## src/common/dcb_pkg.sv

```systemverilog
/*
  dcb_pkg: shared types and constants for the command decoder and bank
  state tracker. Assumes a 100 MHz sys_clk; timing figures are plain
  defaults, not taken from any speed grade.
*/
package dcb_pkg;

  // ---------------------------------------------------------------
  // sizes
  // ---------------------------------------------------------------
  localparam int NUM_BANKS = 8;
  localparam int BA_W      = 3;
  localparam int ADDR_W    = 14;
  localparam int A10_BIT   = 10;
  localparam int CNT_W     = 8;

  // ---------------------------------------------------------------
  // timing, in ns, and derived cycle counts at 100 MHz
  // ---------------------------------------------------------------
  localparam int CLK_PERIOD_NS = 10;
  localparam int T_RP_NS   = 15;
  localparam int T_RCD_NS  = 15;
  localparam int T_RFC_NS  = 128;
  localparam int T_MRD_NS  = 20;
  localparam int T_XSNR_NS = 138;
  localparam int T_BURST_NS = 20;
  localparam int T_WR_NS   = 15;

  // least times round up, never below one cycle
  function automatic int cyc_up(input int ns);
    int c;
    c = (ns + CLK_PERIOD_NS - 1) / CLK_PERIOD_NS;
    return (c < 1) ? 1 : c;
  endfunction

  localparam logic [CNT_W-1:0] RP_CYC    = CNT_W'(cyc_up(T_RP_NS));
  localparam logic [CNT_W-1:0] RCD_CYC   = CNT_W'(cyc_up(T_RCD_NS));
  localparam logic [CNT_W-1:0] RFC_CYC   = CNT_W'(cyc_up(T_RFC_NS));
  localparam logic [CNT_W-1:0] MRD_CYC   = CNT_W'(cyc_up(T_MRD_NS));
  localparam logic [CNT_W-1:0] XSNR_CYC  = CNT_W'(cyc_up(T_XSNR_NS));
  localparam logic [CNT_W-1:0] BURST_CYC = CNT_W'(cyc_up(T_BURST_NS));
  localparam logic [CNT_W-1:0] WR_CYC    = CNT_W'(cyc_up(T_WR_NS));

  // ---------------------------------------------------------------
  // reset values
  // ---------------------------------------------------------------
  localparam logic RST_CKE = 1'b0;

  // ---------------------------------------------------------------
  // types
  // ---------------------------------------------------------------
  typedef enum logic [3:0] {
    CMD_DESEL   = 4'h0,
    CMD_NOP     = 4'h1,
    CMD_LMODE   = 4'h2,
    CMD_REF     = 4'h3,
    CMD_SR_IN   = 4'h4,
    CMD_SR_OUT  = 4'h5,
    CMD_PD_IN   = 4'h6,
    CMD_PD_OUT  = 4'h7,
    CMD_ACT     = 4'h8,
    CMD_RD      = 4'h9,
    CMD_WR      = 4'ha,
    CMD_PRE     = 4'hb,
    CMD_PRE_ALL = 4'hc,
    CMD_ILLEGAL = 4'hf
  } dcb_cmd_e;

  typedef enum logic [3:0] {
    BK_IDLE     = 4'h0,
    BK_ACTVG    = 4'h1,
    BK_ACTIVE   = 4'h2,
    BK_READ     = 4'h3,
    BK_WRITE    = 4'h4,
    BK_RD_AP    = 4'h5,
    BK_WR_AP    = 4'h6,
    BK_PRECHG   = 4'h7
  } dcb_bank_e;

  typedef enum logic [2:0] {
    DV_NORMAL = 3'h0,
    DV_REFRESH = 3'h1,
    DV_MODE   = 3'h2,
    DV_SELF   = 3'h3,
    DV_PDOWN  = 3'h4,
    DV_XSNR   = 3'h5
  } dcb_dev_e;

  // command pins as sampled
  typedef struct packed {
    logic              cke;
    logic              cs_n;
    logic              ras_n;
    logic              cas_n;
    logic              we_n;
    logic [BA_W-1:0]   ba;
    logic [ADDR_W-1:0] addr;
  } dcb_pins_s;

  // decoded command as reported
  typedef struct packed {
    logic              valid;
    dcb_cmd_e          cmd;
    logic [BA_W-1:0]   bank;
    logic              auto_pre;
    logic [ADDR_W-1:0] addr;
  } dcb_dec_s;

endpackage

```

## src/design/dcb_top.sv

```systemverilog
/*
  dcb_top: command decoder and per-bank state tracker.
  Assumes the command pins come from off-chip and are synchronised here;
  sys_clk stands in for the memory clock.
*/
`timescale 1ns/1ps
`default_nettype none

// Functional notes
// - decode from cs ras cas we cke
// - all low loads mode register
// - bank address selects target bank
// - top bank bit only for large parts
// - read/write, a10 selects auto precharge
// - precharge, a10 selects all banks
// - refresh, or self refresh if cke falls
// - self refresh exit asynchronous on cke; here clocked from synchronised cke, a cycle late
// - power-down on cke edges, no refresh
// - deselect and nop change nothing
// - odt ignored, disabled in self refresh
// - idle accepts activate, refresh, mode load
// - row active accepts read write precharge
// - bursts accept rd/wr/pre, wr after read
// - precharge timed, then bank idle
// - activate timed, then row active
// - auto precharge returns bank idle
// - refresh and mode load block everything
module dcb_top #(
  parameter bit LARGE_DENSITY = 1'b1
) (
  input  wire logic                       sys_clk,
  input  wire logic                       sys_rst,
  input  wire dcb_pkg::dcb_pins_s         pins,
  input  wire logic                       odt,
  output var  dcb_pkg::dcb_dec_s          dec,
  output var  logic                       cmd_illegal,
  output var  logic [dcb_pkg::NUM_BANKS-1:0] bank_idle,
  output var  dcb_pkg::dcb_dev_e          dev_state,
  output var  logic                       odt_active,
  output var  logic                       in_self_ref
);

  // ---------------------------------------------------------------
  // input synchroniser
  // ---------------------------------------------------------------
  dcb_pkg::dcb_pins_s pins_m;
  dcb_pkg::dcb_pins_s pins_s;
  logic               odt_m;
  logic               odt_s;
  logic               cke_prev;

  always_ff @(posedge sys_clk or posedge sys_rst) begin
    if (sys_rst) begin
      pins_m   <= '0;
      pins_s   <= '0;
      odt_m    <= 1'b0;
      odt_s    <= 1'b0;
      cke_prev <= dcb_pkg::RST_CKE;
    end else begin
      pins_m   <= pins;
      pins_s   <= pins_m;
      odt_m    <= odt;
      odt_s    <= odt_m;
      cke_prev <= pins_s.cke;
    end
  end

  // ---------------------------------------------------------------
  // decode
  // ---------------------------------------------------------------
  // pure pin decode, reused for every cycle's command
  function automatic dcb_pkg::dcb_cmd_e decode(
    input logic ck_p,
    input logic ck_n,
    input logic cs_n,
    input logic ras_n,
    input logic cas_n,
    input logic we_n,
    input logic a10
  );
    logic nopish;
    nopish = cs_n || (ras_n && cas_n && we_n);
    // power-down edges need deselect or nop
    if (ck_p && !ck_n) begin
      if (nopish)
        return dcb_pkg::CMD_PD_IN;
      else if (!ras_n && !cas_n && we_n)
        return dcb_pkg::CMD_SR_IN;
      else
        return dcb_pkg::CMD_ILLEGAL;
    end
    if (!ck_p) begin
      if (!ck_n)
        return dcb_pkg::CMD_DESEL;
      return nopish ? dcb_pkg::CMD_PD_OUT : dcb_pkg::CMD_ILLEGAL;
    end
    if (cs_n)
      return dcb_pkg::CMD_DESEL;
    case ({ras_n, cas_n, we_n})
      3'h7:    return dcb_pkg::CMD_NOP;
      3'h0:    return dcb_pkg::CMD_LMODE;
      3'h1:    return dcb_pkg::CMD_REF;
      3'h3:    return dcb_pkg::CMD_ACT;
      3'h5:    return dcb_pkg::CMD_RD;
      3'h4:    return dcb_pkg::CMD_WR;
      3'h2:    return a10 ? dcb_pkg::CMD_PRE_ALL : dcb_pkg::CMD_PRE;
      default: return dcb_pkg::CMD_ILLEGAL;
    endcase
  endfunction

  dcb_pkg::dcb_cmd_e  raw_cmd;
  logic [dcb_pkg::BA_W-1:0] eff_ba;
  logic               a10;

  // odt does not enter the decode
  assign a10     = pins_s.addr[dcb_pkg::A10_BIT];
  assign raw_cmd = decode(cke_prev, pins_s.cke, pins_s.cs_n, pins_s.ras_n,
                          pins_s.cas_n, pins_s.we_n, a10);
  // top bank bit dropped on small parts
  assign eff_ba  = LARGE_DENSITY ? pins_s.ba
                                 : {1'b0, pins_s.ba[dcb_pkg::BA_W-2:0]};

  // ---------------------------------------------------------------
  // device-wide state
  // ---------------------------------------------------------------
  dcb_pkg::dcb_dev_e          next_dev;
  logic [dcb_pkg::CNT_W-1:0]  dev_cnt;
  dcb_pkg::dcb_bank_e         bstate [dcb_pkg::NUM_BANKS];
  logic [dcb_pkg::NUM_BANKS-1:0] brd_busy;
  logic                       all_idle;
  logic                       normal;
  logic                       accept;
  logic                       legal;
  logic                       force_idle;
  logic                       cke_sr_seen;

  // bank rules need normal state, cke high twice
  assign normal = (dev_state == dcb_pkg::DV_NORMAL) && cke_prev
                  && pins_s.cke;

  // exit watches cke directly; no clock edge needed in the memory
  // this only catches the exit level a cycle late, clocked model cannot do better
  always_ff @(posedge sys_clk or posedge sys_rst) begin
    if (sys_rst) begin
      cke_sr_seen <= 1'b0;
    end else begin
      cke_sr_seen <= (dev_state == dcb_pkg::DV_SELF) && pins_s.cke;
    end
  end

  // device-level transitions
  always_comb begin
    next_dev = dev_state;
    case (dev_state)
      dcb_pkg::DV_NORMAL: begin
        if (raw_cmd == dcb_pkg::CMD_REF && accept)
          next_dev = dcb_pkg::DV_REFRESH;
        else if (raw_cmd == dcb_pkg::CMD_LMODE && accept)
          next_dev = dcb_pkg::DV_MODE;
        else if (raw_cmd == dcb_pkg::CMD_SR_IN && all_idle)
          next_dev = dcb_pkg::DV_SELF;
        else if (raw_cmd == dcb_pkg::CMD_PD_IN)
          next_dev = dcb_pkg::DV_PDOWN;
      end
      dcb_pkg::DV_REFRESH, dcb_pkg::DV_MODE, dcb_pkg::DV_XSNR: begin
        if (dev_cnt <= 8'h01)
          next_dev = dcb_pkg::DV_NORMAL;
      end
      dcb_pkg::DV_SELF: begin
        if (cke_sr_seen)
          next_dev = dcb_pkg::DV_XSNR;
      end
      dcb_pkg::DV_PDOWN: begin
        if (raw_cmd == dcb_pkg::CMD_PD_OUT)
          next_dev = dcb_pkg::DV_NORMAL;
      end
      default: next_dev = dcb_pkg::DV_NORMAL;
    endcase
  end

  // device state and its timer
  always_ff @(posedge sys_clk or posedge sys_rst) begin
    if (sys_rst) begin
      dev_state <= dcb_pkg::DV_NORMAL;
      dev_cnt   <= '0;
    end else begin
      dev_state <= next_dev;
      if (next_dev != dev_state) begin
        case (next_dev)
          dcb_pkg::DV_REFRESH: dev_cnt <= dcb_pkg::RFC_CYC;
          dcb_pkg::DV_MODE:    dev_cnt <= dcb_pkg::MRD_CYC;
          dcb_pkg::DV_XSNR:    dev_cnt <= dcb_pkg::XSNR_CYC;
          default:             dev_cnt <= '0;
        endcase
      end else if (dev_cnt != '0) begin
        dev_cnt <= dev_cnt - 1'b1;
      end
    end
  end

  // ---------------------------------------------------------------
  // legality against bank state
  // ---------------------------------------------------------------
  // all banks idle and no read tail
  always_comb begin
    all_idle = 1'b1;
    for (int i = 0; i < dcb_pkg::NUM_BANKS; i++) begin
      if (bstate[i] != dcb_pkg::BK_IDLE || brd_busy[i])
        all_idle = 1'b0;
    end
  end

  // per-command check against the addressed bank, or against all banks for refresh, mode load and precharge all
  always_comb begin
    dcb_pkg::dcb_bank_e tb;
    tb    = bstate[eff_ba];
    legal = 1'b0;
    case (raw_cmd)
      dcb_pkg::CMD_ACT: legal = (tb == dcb_pkg::BK_IDLE);
      // refresh and mode only when all idle
      dcb_pkg::CMD_REF, dcb_pkg::CMD_LMODE: legal = all_idle;
      dcb_pkg::CMD_RD: legal = (tb == dcb_pkg::BK_ACTIVE)
                               || (tb == dcb_pkg::BK_READ)
                               || (tb == dcb_pkg::BK_WRITE);
      dcb_pkg::CMD_WR: legal = ((tb == dcb_pkg::BK_ACTIVE)
                               || (tb == dcb_pkg::BK_READ)
                               || (tb == dcb_pkg::BK_WRITE))
                               && !brd_busy[eff_ba];
      dcb_pkg::CMD_PRE: legal = (tb == dcb_pkg::BK_ACTIVE)
                                || (tb == dcb_pkg::BK_READ)
                                || (tb == dcb_pkg::BK_WRITE)
                                || (tb == dcb_pkg::BK_IDLE);
      dcb_pkg::CMD_PRE_ALL: begin
        legal = 1'b1;
        for (int i = 0; i < dcb_pkg::NUM_BANKS; i++) begin
          if (bstate[i] == dcb_pkg::BK_ACTVG
              || bstate[i] == dcb_pkg::BK_RD_AP
              || bstate[i] == dcb_pkg::BK_WR_AP)
            legal = 1'b0;
        end
      end
      default: legal = 1'b0;
    endcase
  end

  // transitional states reject same-bank commands above
  assign accept = normal && legal;
  assign force_idle = (dev_state == dcb_pkg::DV_REFRESH)
                      || (dev_state == dcb_pkg::DV_MODE);

  // ---------------------------------------------------------------
  // banks
  // ---------------------------------------------------------------
  genvar g;
  generate
    for (g = 0; g < dcb_pkg::NUM_BANKS; g++) begin : g_bank
      logic hit;
      assign hit = accept && ((raw_cmd == dcb_pkg::CMD_PRE_ALL)
                   || ((int'(eff_ba) == g)
                       && (raw_cmd == dcb_pkg::CMD_ACT
                           || raw_cmd == dcb_pkg::CMD_RD
                           || raw_cmd == dcb_pkg::CMD_WR
                           || raw_cmd == dcb_pkg::CMD_PRE)));
      dcb_bank u_bank (
        .sys_clk    (sys_clk),
        .sys_rst    (sys_rst),
        .hit        (hit),
        .cmd        (raw_cmd),
        .auto_pre   (a10),
        .force_idle (force_idle),
        .state      (bstate[g]),
        .rd_busy    (brd_busy[g])
      );
    end
  endgenerate

  // ---------------------------------------------------------------
  // outputs
  // ---------------------------------------------------------------
  // registered report of each cycle's command
  always_ff @(posedge sys_clk or posedge sys_rst) begin
    if (sys_rst) begin
      dec         <= '0;
      cmd_illegal <= 1'b0;
      bank_idle   <= '1;
      odt_active  <= 1'b0;
      in_self_ref <= 1'b0;
    end else begin
      dec.valid    <= accept || raw_cmd == dcb_pkg::CMD_SR_IN
                      || raw_cmd == dcb_pkg::CMD_PD_IN
                      || raw_cmd == dcb_pkg::CMD_PD_OUT;
      dec.cmd      <= raw_cmd;
      dec.bank     <= eff_ba;
      dec.auto_pre <= a10;
      dec.addr     <= pins_s.addr;
      cmd_illegal  <= !(raw_cmd == dcb_pkg::CMD_DESEL
                        || raw_cmd == dcb_pkg::CMD_NOP)
                      && !accept
                      && (dev_state == dcb_pkg::DV_NORMAL
                          || dev_state == dcb_pkg::DV_REFRESH
                          || dev_state == dcb_pkg::DV_MODE)
                      && raw_cmd != dcb_pkg::CMD_PD_OUT
                      && raw_cmd != dcb_pkg::CMD_PD_IN
                      && raw_cmd != dcb_pkg::CMD_SR_IN;
      for (int i = 0; i < dcb_pkg::NUM_BANKS; i++) begin
        bank_idle[i] <= (bstate[i] == dcb_pkg::BK_IDLE);
      end
      odt_active   <= odt_s && (dev_state != dcb_pkg::DV_SELF);
      in_self_ref  <= (dev_state == dcb_pkg::DV_SELF);
    end
  end

endmodule
`default_nettype wire

```

## src/design/dcb_bank.sv

```systemverilog
/*
  dcb_bank: one bank's state machine with its timing counter.
  Assumes commands already decoded and qualified by the top level.
*/
`timescale 1ns/1ps
`default_nettype none
module dcb_bank (
  input  wire logic              sys_clk,
  input  wire logic              sys_rst,
  input  wire logic              hit,
  input  wire dcb_pkg::dcb_cmd_e cmd,
  input  wire logic              auto_pre,
  input  wire logic              force_idle,
  output var  dcb_pkg::dcb_bank_e state,
  output var  logic              rd_busy
);

  // ---------------------------------------------------------------
  // state and timer
  // ---------------------------------------------------------------
  logic [dcb_pkg::CNT_W-1:0] cnt;
  logic [dcb_pkg::CNT_W-1:0] rd_cnt;

  // read burst tail tracking, gates read-to-write
  always_ff @(posedge sys_clk or posedge sys_rst) begin
    if (sys_rst) begin
      rd_cnt <= '0;
    end else if (hit && cmd == dcb_pkg::CMD_RD) begin
      rd_cnt <= dcb_pkg::BURST_CYC;
    end else if (rd_cnt != '0) begin
      rd_cnt <= rd_cnt - 1'b1;
    end
  end
  assign rd_busy = (rd_cnt != '0);

  // bank transitions; timed states count down then move on
  always_ff @(posedge sys_clk or posedge sys_rst) begin
    if (sys_rst) begin
      state <= dcb_pkg::BK_IDLE;
      cnt   <= '0;
    end else if (force_idle) begin
      state <= dcb_pkg::BK_IDLE;
      cnt   <= '0;
    end else if (hit) begin
      case (cmd)
        dcb_pkg::CMD_ACT: begin
          state <= dcb_pkg::BK_ACTVG;
          cnt   <= dcb_pkg::RCD_CYC;
        end
        dcb_pkg::CMD_PRE, dcb_pkg::CMD_PRE_ALL: begin
          state <= dcb_pkg::BK_PRECHG;
          cnt   <= dcb_pkg::RP_CYC;
        end
        dcb_pkg::CMD_RD: begin
          state <= auto_pre ? dcb_pkg::BK_RD_AP : dcb_pkg::BK_READ;
          cnt   <= auto_pre ? dcb_pkg::BURST_CYC + dcb_pkg::RP_CYC
                            : dcb_pkg::BURST_CYC;
        end
        dcb_pkg::CMD_WR: begin
          state <= auto_pre ? dcb_pkg::BK_WR_AP : dcb_pkg::BK_WRITE;
          cnt   <= auto_pre ? dcb_pkg::BURST_CYC + dcb_pkg::WR_CYC
                              + dcb_pkg::RP_CYC
                            : dcb_pkg::BURST_CYC;
        end
        default: begin
          state <= state;
        end
      endcase
    end else if (cnt > 8'h01) begin
      cnt <= cnt - 1'b1;
    end else if (cnt == 8'h01) begin
      cnt <= '0;
      case (state)
        dcb_pkg::BK_ACTVG, dcb_pkg::BK_READ, dcb_pkg::BK_WRITE:
          state <= dcb_pkg::BK_ACTIVE;
        dcb_pkg::BK_PRECHG, dcb_pkg::BK_RD_AP, dcb_pkg::BK_WR_AP:
          state <= dcb_pkg::BK_IDLE;
        default:
          state <= state;
      endcase
    end
  end

endmodule
`default_nettype wire

```

## config.mk

```make
export PLATFORM = sky130hd
export DESIGN_NAME = dcb_top
export DESIGN_NICKNAME = d
export VERILOG_FILES = /design/src/common/dcb_pkg.sv /design/src/design/dcb_top.sv /design/src/design/dcb_bank.sv
export SDC_FILE = /design/constraint.sdc
export NUM_CORES = 1
export LEC_CHECK = 0
export BUFFER_PORTS_ARGS = -buffer_cell sky130_fd_sc_hd__buf_2
export CAP_MARGIN = 25
export CORE_ASPECT_RATIO = 0.75
export CORE_MARGIN = 8
export CORE_UTILIZATION = 45
export CTS_CLUSTER_SIZE = 8
export DETAILED_ROUTE_END_ITERATION = 7
export PLACE_DENSITY = 0.7
export SLEW_MARGIN = 20
export SYNTH_ARGS = -nofsm -noshare
export SYNTH_HDL_FRONTEND = slang
export SYNTH_SLANG_ARGS = --single-unit
```

## constraint.sdc

```tcl
create_clock -name sys_clk -period 26.7 [get_ports sys_clk]
set_clock_uncertainty 0.15 [all_clocks]
set_input_delay 5.34 -clock sys_clk [delete_from_list [all_inputs] [get_ports sys_clk]]
set_output_delay 5.34 -clock sys_clk [all_outputs]
set_load 0.02 [all_outputs]
```

Word level (Yosys, flattened, before mapping)
Cells that the tools add are included. Widths: inputs -> output; s select.

Output and inout port bits: 37. Latch bits: 0. Word-level logic and storage cells: 545. Register bits after elaboration: 253. Bits in writable memories: 0. Memories: 0. ROM bits: 0. Bits of input ports: 25.

Eq/ne operators: 120. Magnitude comparators: 11. Shifts and indexed selects: 0. Multiply operators: 0. Div/mod/pow operators: 0. Add/subtract/negate cells: 17. Multiplexer cells: 149. Reductions and logical operators: 194. Bitwise logic cells: 1.

Operators with widths (number): $mux 8 (50); $mux 4 (45); $eq 4x3->1 const B (36); $sub 8x1->8 const B (17); $reduce_bool 4->1 (24); $reduce_bool 8->1 (9); $eq 8x1->1 const B (8); $gt 8x1->1 const B (8); $pmux 4 s2 (8); $reduce_or 3->1 (18); $eq 4x2->1 const B (12); $ne 6x6->1 const B (8); $logic_or 1x1->1 (46); $logic_and 1x1->1 (43); $logic_not 4->1 (10); $ne 5x5->1 const B (8); $eq 4x1->1 const B (9); $mux 3 (11); $reduce_and 4->1 (8); $eq 3x3->1 const B (10); $pmux 4 s7 (1); $ne 3x2->1 const B (9); $mux 1 (26); $pmux 8 s3 (1); other kinds (22) (67).

Logic depth before layout (Yosys ltp)
Gate-level depths: netlist of the first run.

Depth after elaboration: 24. Gate-level depth with buffers: 14. Gate-level depth less buffers: 10.

Modules after synthesis
A second synthesis of the first run with hierarchy kept.

Cell total of the unflattened synthesis: 1442. Area total of the unflattened synthesis: 14032.2 µm².

Modules (own cells, without submodules): dcb_bank (g_bank[0].u_bank ...) (area an instance 1263.7 µm², sequential area each 475.5 µm², instances 6, cells an instance 141); dcb_top (area an instance 3931.3 µm², sequential area each 2312.2 µm², instances 1, cells an instance 322); dcb_bank (g_bank[7].u_bank) (area an instance 1261.2 µm², sequential area each 475.5 µm², instances 1, cells an instance 137); dcb_bank (g_bank[6].u_bank) (area an instance 1257.5 µm², sequential area each 475.5 µm², instances 1, cells an instance 137).

Worst setup path before layout of the first run
No wires, ideal clock.

Path kind: flip-flop to output port. From: register dec[10] (netlist name). To: output dec[14] (netlist bit). Arrival time: 0.613 ns. Buffers on the path: 1. Stages on the path, launching flop included: 2. Data required time: 21.210 ns. Setup slack: 20.597 ns. Path through: dfrtp_1 > buf_4.

RTL lines: end, declared (line dcb_top.sv:35) `output var dcb_pkg::dcb_dec_s dec,`.

Worst setup path in the final report of the first run
From: register dev_state[2]. To: output dev_state[2].

RTL lines: start, declared (line dcb_top.sv:38) `output var dcb_pkg::dcb_dev_e dev_state,`; start signal, assigned (line dcb_top.sv:184) `dev_state <= dcb_pkg::DV_NORMAL;`; start signal, assigned (line dcb_top.sv:187) `dev_state <= next_dev;`.

No word-level cell between the ends.

==> out/metrics.yaml, run 1 <==
dp_slack_ns: 19.44
dieArea_sq_mm: 0.03213
place_inst: 1558
hold_violations: 0
area_growth_pct: 14.77
drtAntennaViolNets: 0
post-route-min-period_ns: 6.850
grt_max_degree: 121
numPortBuffers: 61
track_usage: 0.1678
worst-setup-path-type: "reg2out"
fin_nets: 1313
core_area_sq_mm: 0.02604
cts-resized-gates: 0
row_count: 51
cp_num_buf_inv: 1
post-synth-top-area-cell: "dfrtp_1"
synthFlopType: "dfrtp_1"
max_slew_margin: 0.3620
cts.clk_slew.worst_paths_ns: 0.06
synth_area_per_cell_sq_um: 10.18
pwr-share-clk: 0.288
synth_seq_cells: 244
tritoncts: "yes"
min_path_cells: 0
min-delay-path-class: "reg2reg"
p_leak_nw: 5.971
insertion_delay_ns: 0.51
status: "completed"
async_flop_share: 1.000
ys_top_cells_by_area: "dfrtp_1 49%, nor2_1 5.0%, xnor2_1 4.4%"
final_area_sq_mm: 0.01374
grt_first_pass_wirelength_microns: 44470
pin_count: 62
h-tree-depth: 2
start_kind: "register"
fin_crit_sh: 0.2565
path_max_fanout: 15
cp.required_ns: 21.21
cts_sinks: 244
crit_slowest_cell: "dfrtp_1"
switching_share: 0.3498
reg2reg_to: "g_bank[5].u_bank.rd_cnt[4]"
synth_top_cell_area_share: 0.4934
maxSlewViolCount: 0
drc: 0
fmax_mhz: 146.0
antenna_found_initial: 0
firstDrtPassIters: 5
internal-power_uw: 961.7
fin_util: 0.5277
syn_nets: 1235
worstRegToRegCells: 9
via_per_inst: 5.443
synth_cell_type_count: 83
start_util: 0.4598
cts_made_buffers: 36
hold_buffers: 0
clock_path_buffers: 3
synth_edf_count: 0
crit_start: "dev_state[2]"
multiInputGateArea_sq_mm: 0.005507
place_hpwl_microns: 17930
cts_setup_buffers: 0
nFillCells: 2341
root_buffer: "clkbuf_16"
worst_pin_slew_ns: 0.9570
routed-via-count: 8840
r2r_slack_ns: 22.69
die_w_microns: 204.3
slowest_delay_ns: 0.60
routedWlPerCell_microns: 16.14
syn_inst: 1176
synth_commonest_cells: "236 x dfrtp_1, 160 x nor2_1, 88 x nand2_1"
ys_seq_area_frac: 0.5109
cpLargestDelayFamily: "flip-flops"
synth_area_sq_mm: 0.01197
die_h_microns: 157.2
num_antenna_cells: 0
yosysWarnings: 0
drive_gt1_frac: 0.1336
seq_power_share: 0.403
gr-total-overflow: 0
p_sw_uw: 517.4
place_congestion: 0.8640
cp-end-kind: "output port"
routed_wl_microns: 26210
first_global_vias: 8690
power_density_mw_per_mm2: 107.7
peakVddDrop_mv: 0.06516
cap_violations: 0
drt-initial-drc-count: 729
placed_area_sq_mm: 0.01263
crit_arrival_ns: 1.36
hp-start: "pins_m[17]"
setup_violations: 0
yosysMostFrequentCell: "dfrtp_1"
rsz0062_at_grt: "false"
rr_startpoint: "g_bank[7].u_bank.rd_cnt[2]"
whs_endpoint: "pins_s[17]"
worst_slack_ns: 19.85
setup_tns_ns: 0
finalNonFillerCells: 1624
seq_area_sq_mm: 0.006116
comb_power_share: 0.309
crit_chain: "buf_2"
==> cells by family (layout without fill, tap and decap cells) <==
family	after synthesis	in the layout	synth area share
compound gates	184	184	0.1042
simple gates	499	499	0.2137
mux	45	45	0.04495
fa+ha+maj	34	34	0.03554
xor+xnor	83	83	0.06073
buf+inv	87	191	0.03000
flops	244	244	0.5109
==> through the flow <==
| step | hold WS (ns) | power, mW |
|---|---|---|
| floorplan | 0.1812 | 0.9489 |
| global placement | 0.1822 | 1.033 |
| detailed placement | 0.1847 | 1.054 |
| CTS | 0.1942 | 1.492 |
| global route | 0.1955 | 1.599 |
| finish | 0.1894 | 1.479 |
==> how the worst max path moves through the flow <==
stage	slack, ns	to	cells past startpoint
6_report	19.85	dev_state[2]	1
3_5_place_dp	19.44	dev_cnt[5]	3
3_3_place_gp	19.47	dev_cnt[0]	3
4_1_cts	19.83	dev_state[2]	1
5_1_grt	19.80	dev_state[2]	1
2_1_floorplan	14.52	a10	1
==> layout by cell type (no fill, tap or decap), types with 30 or more instances in the layout <==
| master | synthesis | routed |
|---|---|---|
| a21oi_1 | 41 | 41 |
| buf_2 | 5 | 61 |
| clkbuf_16 | 0 | 37 |
| dfrtp_1 | 236 | 236 |
| ha_1 | 34 | 34 |
| inv_1 | 56 | 55 |
| nand2_1 | 88 | 88 |
| nor2_1 | 160 | 160 |
| nor3_1 | 57 | 57 |
| nor4_1 | 30 | 30 |
| o21ai_0 | 33 | 33 |
| xnor2_1 | 60 | 60 |
==> area by class of cell <==
| type | count | share of cell area |
|---|---|---|
| inverters | 57 | 0.01612 |
| clock buffers | 61 | 0.07395 |
| well taps | 344 | 0.03133 |
| multi-input cells | 845 | 0.4008 |
| flip-flops and latches | 244 | 0.4452 |
| clock inverters | 3 | 0.003461 |
| repair buffers | 70 | 0.02914 |
==> power groups by stage <==
stage / Sequential (mW) / Combinational, mW / Clock (mW)
6_report: 0.596 / 0.457 / 0.426
5_1_grt: 0.615 / 0.527 / 0.457
4_1_cts: 0.594 / 0.459 / 0.438
3_5_place_dp: 0.597 / 0.457 / 0
3_3_place_gp: 0.594 / 0.439 / 0
2_1_floorplan: 0.576 / 0.373 / 0
==> flip-flops by register name, indices dropped and copies added (netlist names) <==
signal	flops
g_bank.u_bank.cnt	64
g_bank.u_bank.rd_cnt	64
g_bank.u_bank.state	24
dec	22
pins_m	22
pins_s	18
bank_idle	8
dev_cnt	8
dev_state	3
eff_ba	3
a10	1
cke_prev	1
cke_sr_seen	1
cmd_illegal	1
in_self_ref	1
odt_active	1
odt_m	1
odt_s	1
==> routing by layer <==
metal / up-vias / share of wire / global-route usage
met1: 4263 / 0.50 / 0.2449
met3: 39 / 0.059 / 0.03307
met5: - / 0 / 0
met2: 227 / 0.42 / 0.2464
li1: 4311 / - / -
met4: 0 / 0.021 / 0.05440
Power figures use the tool's default switching activity.
==> inputs of run 2 (changes only) <==
clock period = 6.85 ns   (was 26.7 ns; I/O delays follow)
==> run 2 against run 1 <==
Against the previous run:
- worst setup slack worse by 17 ns
- combinational power rose to 3.9 times the previous value
- register-to-register slack got worse by 20 ns
- via count shrank 0.12%
- sequential share of layout area rose by 0.13 points
- hold slack got worse by 0.0015 ns
- global-route usage fell by 0.27 points
- routed wire length fell by 0.73%
- largest power group unchanged
==> out/metrics.yaml, run 2 (synthesized netlist as in run 1, its figures left out) <==
status: "completed"  # unchanged
p_leak_nw: 5.951  # was 5.971 nW
cp.required_ns: 7.06  # was 21.21 ns
cpLargestDelayFamily: "simple AND/OR/NAND/NOR gates"  # was flip-flops
mostFrequentLayoutCells: "236 x dfrtp_1, 160 x nor2_1, 88 x nand2_1, 61 x buf_2, 60 x xnor2_1"  # unchanged
routedWlPerCell_microns: 16.08  # was 16.14 microns
root_buffer: "clkbuf_16"  # unchanged
worst_slack_ns: 2.889  # was 19.85 ns
cts_setup_buffers: 0  # unchanged
max_slew_margin: 0.3602  # was 0.3620
worst_pin_slew_ns: 0.9355  # was 0.9570 ns
cp.depth: 9  # was 1
min-delay-path-class: "reg2reg"  # unchanged
layout.cells.most_common: "dfrtp_1"  # unchanged
slowest_delay_ns: 0.63  # was 0.60 ns
setup_tns_ns: 0  # unchanged
antenna_found_initial: 0  # unchanged
cts_sinks: 244  # unchanged
routed_wl_microns: 26020  # was 26,210 microns
area_growth_pct: 14.42  # was 14.77%
comb_power_share: 0.308  # was 0.309
crit_chain: "or4_1 -> or3_1 -> nor4_2 -> nand4_1 -> a21oi_1 -> nor3_4 -> buf_4 -> nor3_2 -> nor2_1"  # was buf_2
clock_path_buffers: 3  # unchanged
top_regs: "g_bank.u_bank.cnt (64), g_bank.u_bank.rd_cnt (64), g_bank.u_bank.state (24)"  # unchanged
worst-setup-path-type: "reg2reg"  # was reg2out
nFillCells: 2332  # was 2,341
die_h_microns: 157.2  # unchanged
firstDrtPassIters: 5  # unchanged
fin_crit_sh: 0.5783
start_kind: "register"  # unchanged
row_count: 51  # unchanged
post-route-min-period_ns: 3.961
drc: 0  # unchanged
die_w_microns: 204.3  # unchanged
crit_arrival_ns: 4.17  # was 1.36 ns
pwr-share-clk: 0.285  # was 0.288
hold_violations: 0  # unchanged
dieArea_sq_mm: 0.03213  # unchanged
fin_util: 0.5261  # was 0.5277
min_path_cells: 0  # unchanged
via_per_inst: 5.457  # was 5.443
maxSlewViolCount: 0  # unchanged
cts.clk_slew.worst_paths_ns: 0.05  # was 0.06 ns
routed-via-count: 8829  # was 8,840
drive_gt1_frac: 0.1342  # was 0.1336
power_density_mw_per_mm2: 418.9  # was 107.7 mW/mm^2
cap_violations: 0  # unchanged
core_area_sq_mm: 0.02604  # unchanged
switching_share: 0.3493  # was 0.3498
worstRegToRegCells: 9  # unchanged
num_antenna_cells: 0  # unchanged
cts_made_buffers: 36  # unchanged
setup_violations: 0  # unchanged
seq_power_share: 0.406  # was 0.403
fin_nets: 1313  # unchanged
dp_slack_ns: 2.937  # was 19.44 ns
numPortBuffers: 61  # unchanged
drt-initial-drc-count: 646  # was 729
place_congestion: 0.8797  # was 0.8640
first_global_vias: 8434  # was 8,690
gr-total-overflow: 0  # unchanged
rsz0062_at_grt: "false"  # unchanged
hold_buffers: 0  # unchanged
insertion_delay_ns: 0.51  # about the same
grt_max_degree: 145  # was 121
path_max_fanout: 24  # was 15
place_hpwl_microns: 17990  # was 17,930 microns
cts-resized-gates: 0  # unchanged
crit_slowest_cell: "nor4_2"  # was dfrtp_1
fmax_mhz: 252.5
p_sw_mw: 2.004  # was 517.4 uW
peakVddDrop_mv: 0.2776  # was 0.06516 mV
internal-power_mw: 3.733  # was 961.7 uW
pin_count: 62  # unchanged
cp_num_buf_inv: 1  # unchanged
start_util: 0.4598  # unchanged
h-tree-depth: 2  # unchanged
track_usage: 0.1651  # was 0.1678
cp-end-kind: "register"  # was output port
tritoncts: "yes"  # unchanged
grt_first_pass_wirelength_microns: 43760  # was 44,470 microns
drtAntennaViolNets: 0  # unchanged
==> run 2: routing by layer <==
metal | vias to the layer above | track usage | wire length [microns]
met2 | 189 | 0.2366 | 11110
met1 | 4281 | 0.2466 | 13160
met5 | - | 0 | 0
met4 | 0 | 0.05234 | 563
li1 | 4311 | - | -
met3 | 48 | 0.03204 | 1179
==> run 2: final cells by class <==
| class | instances | area (sq um) | share of cell area |
|---|---|---|---|
| multi-input combinational | 845 | 5507 | 0.4020 |
| inverter | 57 | 217.7 | 0.01589 |
| tap | 344 | 430.4 | 0.03142 |
| sequential | 244 | 6116 | 0.4465 |
| timing repair buffer | 70 | 385.4 | 0.02814 |
| clock buffer | 55 | 993.5 | 0.07253 |
| clock inverter | 3 | 47.55 | 0.003471 |
==> run 2: path summary, 6_finish.rpt <==
| kind | start | endpoint | slack (ns) |
|---|---|---|---|
| worst max-delay path | g_bank[2].u_bank.rd_cnt[3] | g_bank[5].u_bank.rd_cnt[7] | 2.89 |
| worst min-delay path | pins_s[7] | dec[7] | 0.19 |
| worst max register to register | g_bank[2].u_bank.rd_cnt[3] | g_bank[5].u_bank.rd_cnt[7] | 2.89 |
| worst min register to register | pins_s[7] | dec[7] | 0.19 |
| max in group asynchronous | sys_rst | g_bank[1].u_bank.rd_cnt[3] | 4.41 |
| min in group asynchronous | sys_rst | dec[0] | 0.84 |
==> run 2: power by group through the flow <==
| stage | Sequential [mW] | Combinational, mW | Clock, mW |
|---|---|---|---|
| after floorplan | 2.24 | 1.46 | 0 |
| after global placement | 2.32 | 1.70 | 0 |
| after detailed placement | 2.33 | 1.77 | 0 |
| after CTS | 2.32 | 1.79 | 1.68 |
| after global routing | 2.40 | 2.05 | 1.75 |
| final | 2.33 | 1.77 | 1.64 |
==> run 2: metrics by stage <==
| stage | hold WS (ns) | area, sq um | total power, mW | std cells |
|---|---|---|---|---|
| 2_1_floorplan | 0.1812 | 11970 | 3.699 | 1176 |
| 3_3_place_gp | 0.1813 | 12650 | 4.025 | 1559 |
| 3_5_place_dp | 0.1847 | 12650 | 4.103 | 1559 |
| 4_1_cts | 0.1923 | 13690 | 5.792 | 1617 |
| 5_1_grt | 0.1887 | 13700 | 6.190 | 1618 |
| 6_report | 0.1879 | 13700 | 5.737 | 1618 |
==> inputs of run 3 (changes only) <==
clock period = 3.7 ns   (was 6.85 ns; I/O delays follow)
==> run 3 against run 2 <==
Against the previous run:
- combinational power is 93% higher
- non-clock buffer count is 46 higher
- clock power is 89% higher
- fmax is 12% higher
- count of clock-buffer cells in the layout is 4 higher
- worst setup slack worse by 2.7 ns
- final cell count is 3.0% higher
- routed wire length is 6.2% higher
- largest power group unchanged
==> out/metrics.yaml, run 3 (synthesized netlist as in run 1, its figures left out) <==
pin_count: 62  # unchanged
min_path_cells: 1  # was 0
fin_crit_sh: 0.9600  # was 0.5783
place_hpwl_microns: 19340  # was 17,990 microns
area_growth_pct: 18.03  # was 14.42%
cts_made_buffers: 36  # unchanged
dp_slack_ns: 0.1408  # was 2.937 ns
drive_gt1_frac: 0.1663  # was 0.1342
worst-setup-path-type: "reg2reg"  # unchanged
firstDrtPassIters: 5  # unchanged
mostFrequentLayoutCells: "236 x dfrtp_1, 160 x nor2_1, 88 x nand2_1, 61 x buf_2, 60 x xnor2_1"  # unchanged
insertion_delay_ns: 0.52  # was 0.51 ns
die_h_microns: 157.2  # unchanged
tritoncts: "yes"  # unchanged
grt_max_degree: 77  # was 145
whs_endpoint: "pins_m[18]"  # was dec[7]
hp-start: "pins[18]"  # was pins_s[7]
p_leak_nw: 6.200  # was 5.951 nW
layout.cells.most_common: "dfrtp_1"  # unchanged
power_mw: 10.80  # was 5.737 mW
reg2reg_to: "g_bank[5].u_bank.cnt[1]"  # was g_bank[5].u_bank.rd_cnt[7]
crit_slowest_cell: "or4_1"  # was nor4_2
status: "completed"  # unchanged
fmax_mhz: 281.5  # was 252.5 MHz
drtAntennaViolNets: 0  # unchanged
drc: 0  # unchanged
worst_slack_ns: 0.1480  # was 2.889 ns
slowest_delay_ns: 0.58  # was 0.63 ns
drt-initial-drc-count: 702  # was 646
place_inst: 1603  # was 1,559
track_usage: 0.1774  # was 0.1651
gr-total-overflow: 0  # unchanged
num_antenna_cells: 0  # unchanged
worst_pin_slew_ns: 0.8552  # was 0.9355 ns
h-tree-depth: 2  # unchanged
path_max_fanout: 15  # was 24
worstRegToRegCells: 9  # unchanged
cts.clk_slew.worst_paths_ns: 0.05  # about the same
crit_chain: "or4_1 -> nor4b_2 -> mux4_2 -> nand3_1 -> a2111oi_4 -> nor3_4 -> buf_4 -> or2_0 -> mux2i_1"  # was or4_1 -> or3_1 -> nor4_2 -> nand4_1 -> a21oi_1 -> nor3_4 -> buf_4 -> nor3_2 -> nor2_1
start_util: 0.4598  # unchanged
start_kind: "register"  # unchanged
core_area_sq_mm: 0.02604  # unchanged
numPortBuffers: 61  # unchanged
power_density_mw_per_mm2: 764.2  # was 418.9 mW/mm^2
hold_violations: 0  # unchanged
antenna_found_initial: 0  # unchanged
routed-via-count: 9198  # was 8,829
routedWlPerCell_microns: 16.57  # was 16.08 microns
top_regs: "g_bank.u_bank.cnt (64), g_bank.u_bank.rd_cnt (64), g_bank.u_bank.state (24)"  # unchanged
finalNonFillerCells: 1667  # was 1,618
peakVddDrop_mv: 0.4437  # was 0.2776 mV
cts_sinks: 244  # unchanged
cap_violations: 0  # unchanged
clock_path_buffers: 3  # unchanged
place_congestion: 0.9531  # was 0.8797
r2r_slack_ns: 0.15  # was 2.89 ns
fin_nets: 1359  # was 1,313
rr_startpoint: "g_bank[7].u_bank.rd_cnt[2]"  # was g_bank[2].u_bank.rd_cnt[3]
die_w_microns: 204.3  # unchanged
row_count: 51  # unchanged
maxSlewViolCount: 0  # unchanged
cp-end-kind: "register"  # unchanged
setup_violations: 0  # unchanged
dieArea_sq_mm: 0.03213  # unchanged
grt_first_pass_wirelength_microns: 47020  # was 43,760 microns
min-delay-path-class: "in2reg"  # was reg2reg
post-route-min-period_ns: 3.552  # was 3.961 ns
routed_wl_microns: 27620  # was 26,020 microns
cp.required_ns: 3.91  # was 7.06 ns
max_slew_margin: 0.4272  # was 0.3602
first_global_vias: 9148  # was 8,434
crit_arrival_ns: 3.76  # was 4.17 ns
root_buffer: "clkbuf_16"  # unchanged
via_per_inst: 5.518  # was 5.457
==> run 3: cell types whose count changed in the layout (fill, tap and decap cells not counted) <==
cell | previous run | this run
inv_6 | 2 | 0
clkbuf_4 | 1 | 0
o31ai_1 | 6 | 5
buf_12 | 1 | 4
o31ai_2 | 1 | 2
a21oi_1 | 41 | 40
a21oi_2 | 0 | 1
or3_4 | 0 | 1
clkbuf_1 | 18 | 21
buf_4 | 7 | 51
or3_1 | 19 | 18
clkbuf_16 | 37 | 38
clkinv_8 | 0 | 1
==> run 3: layout make-up <==
type / count / area (sq um)
inverters: 57 / 217.7
flip-flops and latches: 244 / 6116
repair buffers: 116 / 768.2
fillers: 2293 / 11910
clock inverters: 2 / 46.29
multi-input cells: 845 / 5520
well taps: 344 / 430.4
clock buffers: 59 / 1030
==> run 3: stage by stage <==
stage | hold WS [ns] | cell area, sq um | TNS [ns] | utilization
after floorplan | 0.1812 | 11970 | -91.39 | -
after global placement | 0.1822 | 13010 | 0 | 0.4997
after detailed placement | 0.1847 | 13020 | 0 | 0.5000
final | 0.1785 | 14130 | 0 | 0.5427
after global routing | 0.1581 | 14130 | -0.007153 | 0.5427
after CTS | 0.1558 | 14090 | 0 | 0.5413
==> run 3: how the worst max path moves through the flow <==
stage                                    start  slack [ns]                 endpoint
floorplan                              sys_rst       -0.39                      a10
global placement    g_bank[2].u_bank.rd_cnt[3]        0.21  g_bank[5].u_bank.cnt[1]
detailed placement  g_bank[2].u_bank.rd_cnt[3]        0.14  g_bank[5].u_bank.cnt[1]
CTS                 g_bank[2].u_bank.rd_cnt[3]        0.13  g_bank[5].u_bank.cnt[1]
global route        g_bank[7].u_bank.rd_cnt[2]      -0.007  g_bank[5].u_bank.cnt[2]
finish              g_bank[7].u_bank.rd_cnt[2]        0.15  g_bank[5].u_bank.cnt[1]
==> run 3: per-layer routing <==
layer | GRT usage | part of all wire | wire (microns)
met5 | 0 | 0 | 0
met4 | 0.06876 | 0.029 | 791
met3 | 0.03964 | 0.059 | 1625
met2 | 0.2595 | 0.42 | 11720
met1 | 0.2525 | 0.49 | 13480
==> run 3: where the power goes <==
group	internal (mW)	total, mW	switching, mW	leakage (nW)
Combinational	1.56	3.41	1.85	2.71
Sequential	3.50	4.28	0.780	2.98
Clock	1.96	3.10	1.15	0.514
Total	7.02	10.8	3.78	6.20
==> run 3: timing repair <==
item,in CTS,in global routing
setup endpoints to repair,0,15
gates resized for setup,0,3
setup buffers,0,3
hold buffers,0,0
==> run 3: critical path: cells and delay by family, from the launching register on <==
kind | cells | cell delay [ns]
AND/OR/NAND/NOR | 5 | 1.54
AO/OA/AOI/OAI | 1 | 0.56
multiplexers | 2 | 0.46
flip-flops | 1 | 0.42
buffers and inverters | 1 | 0.25
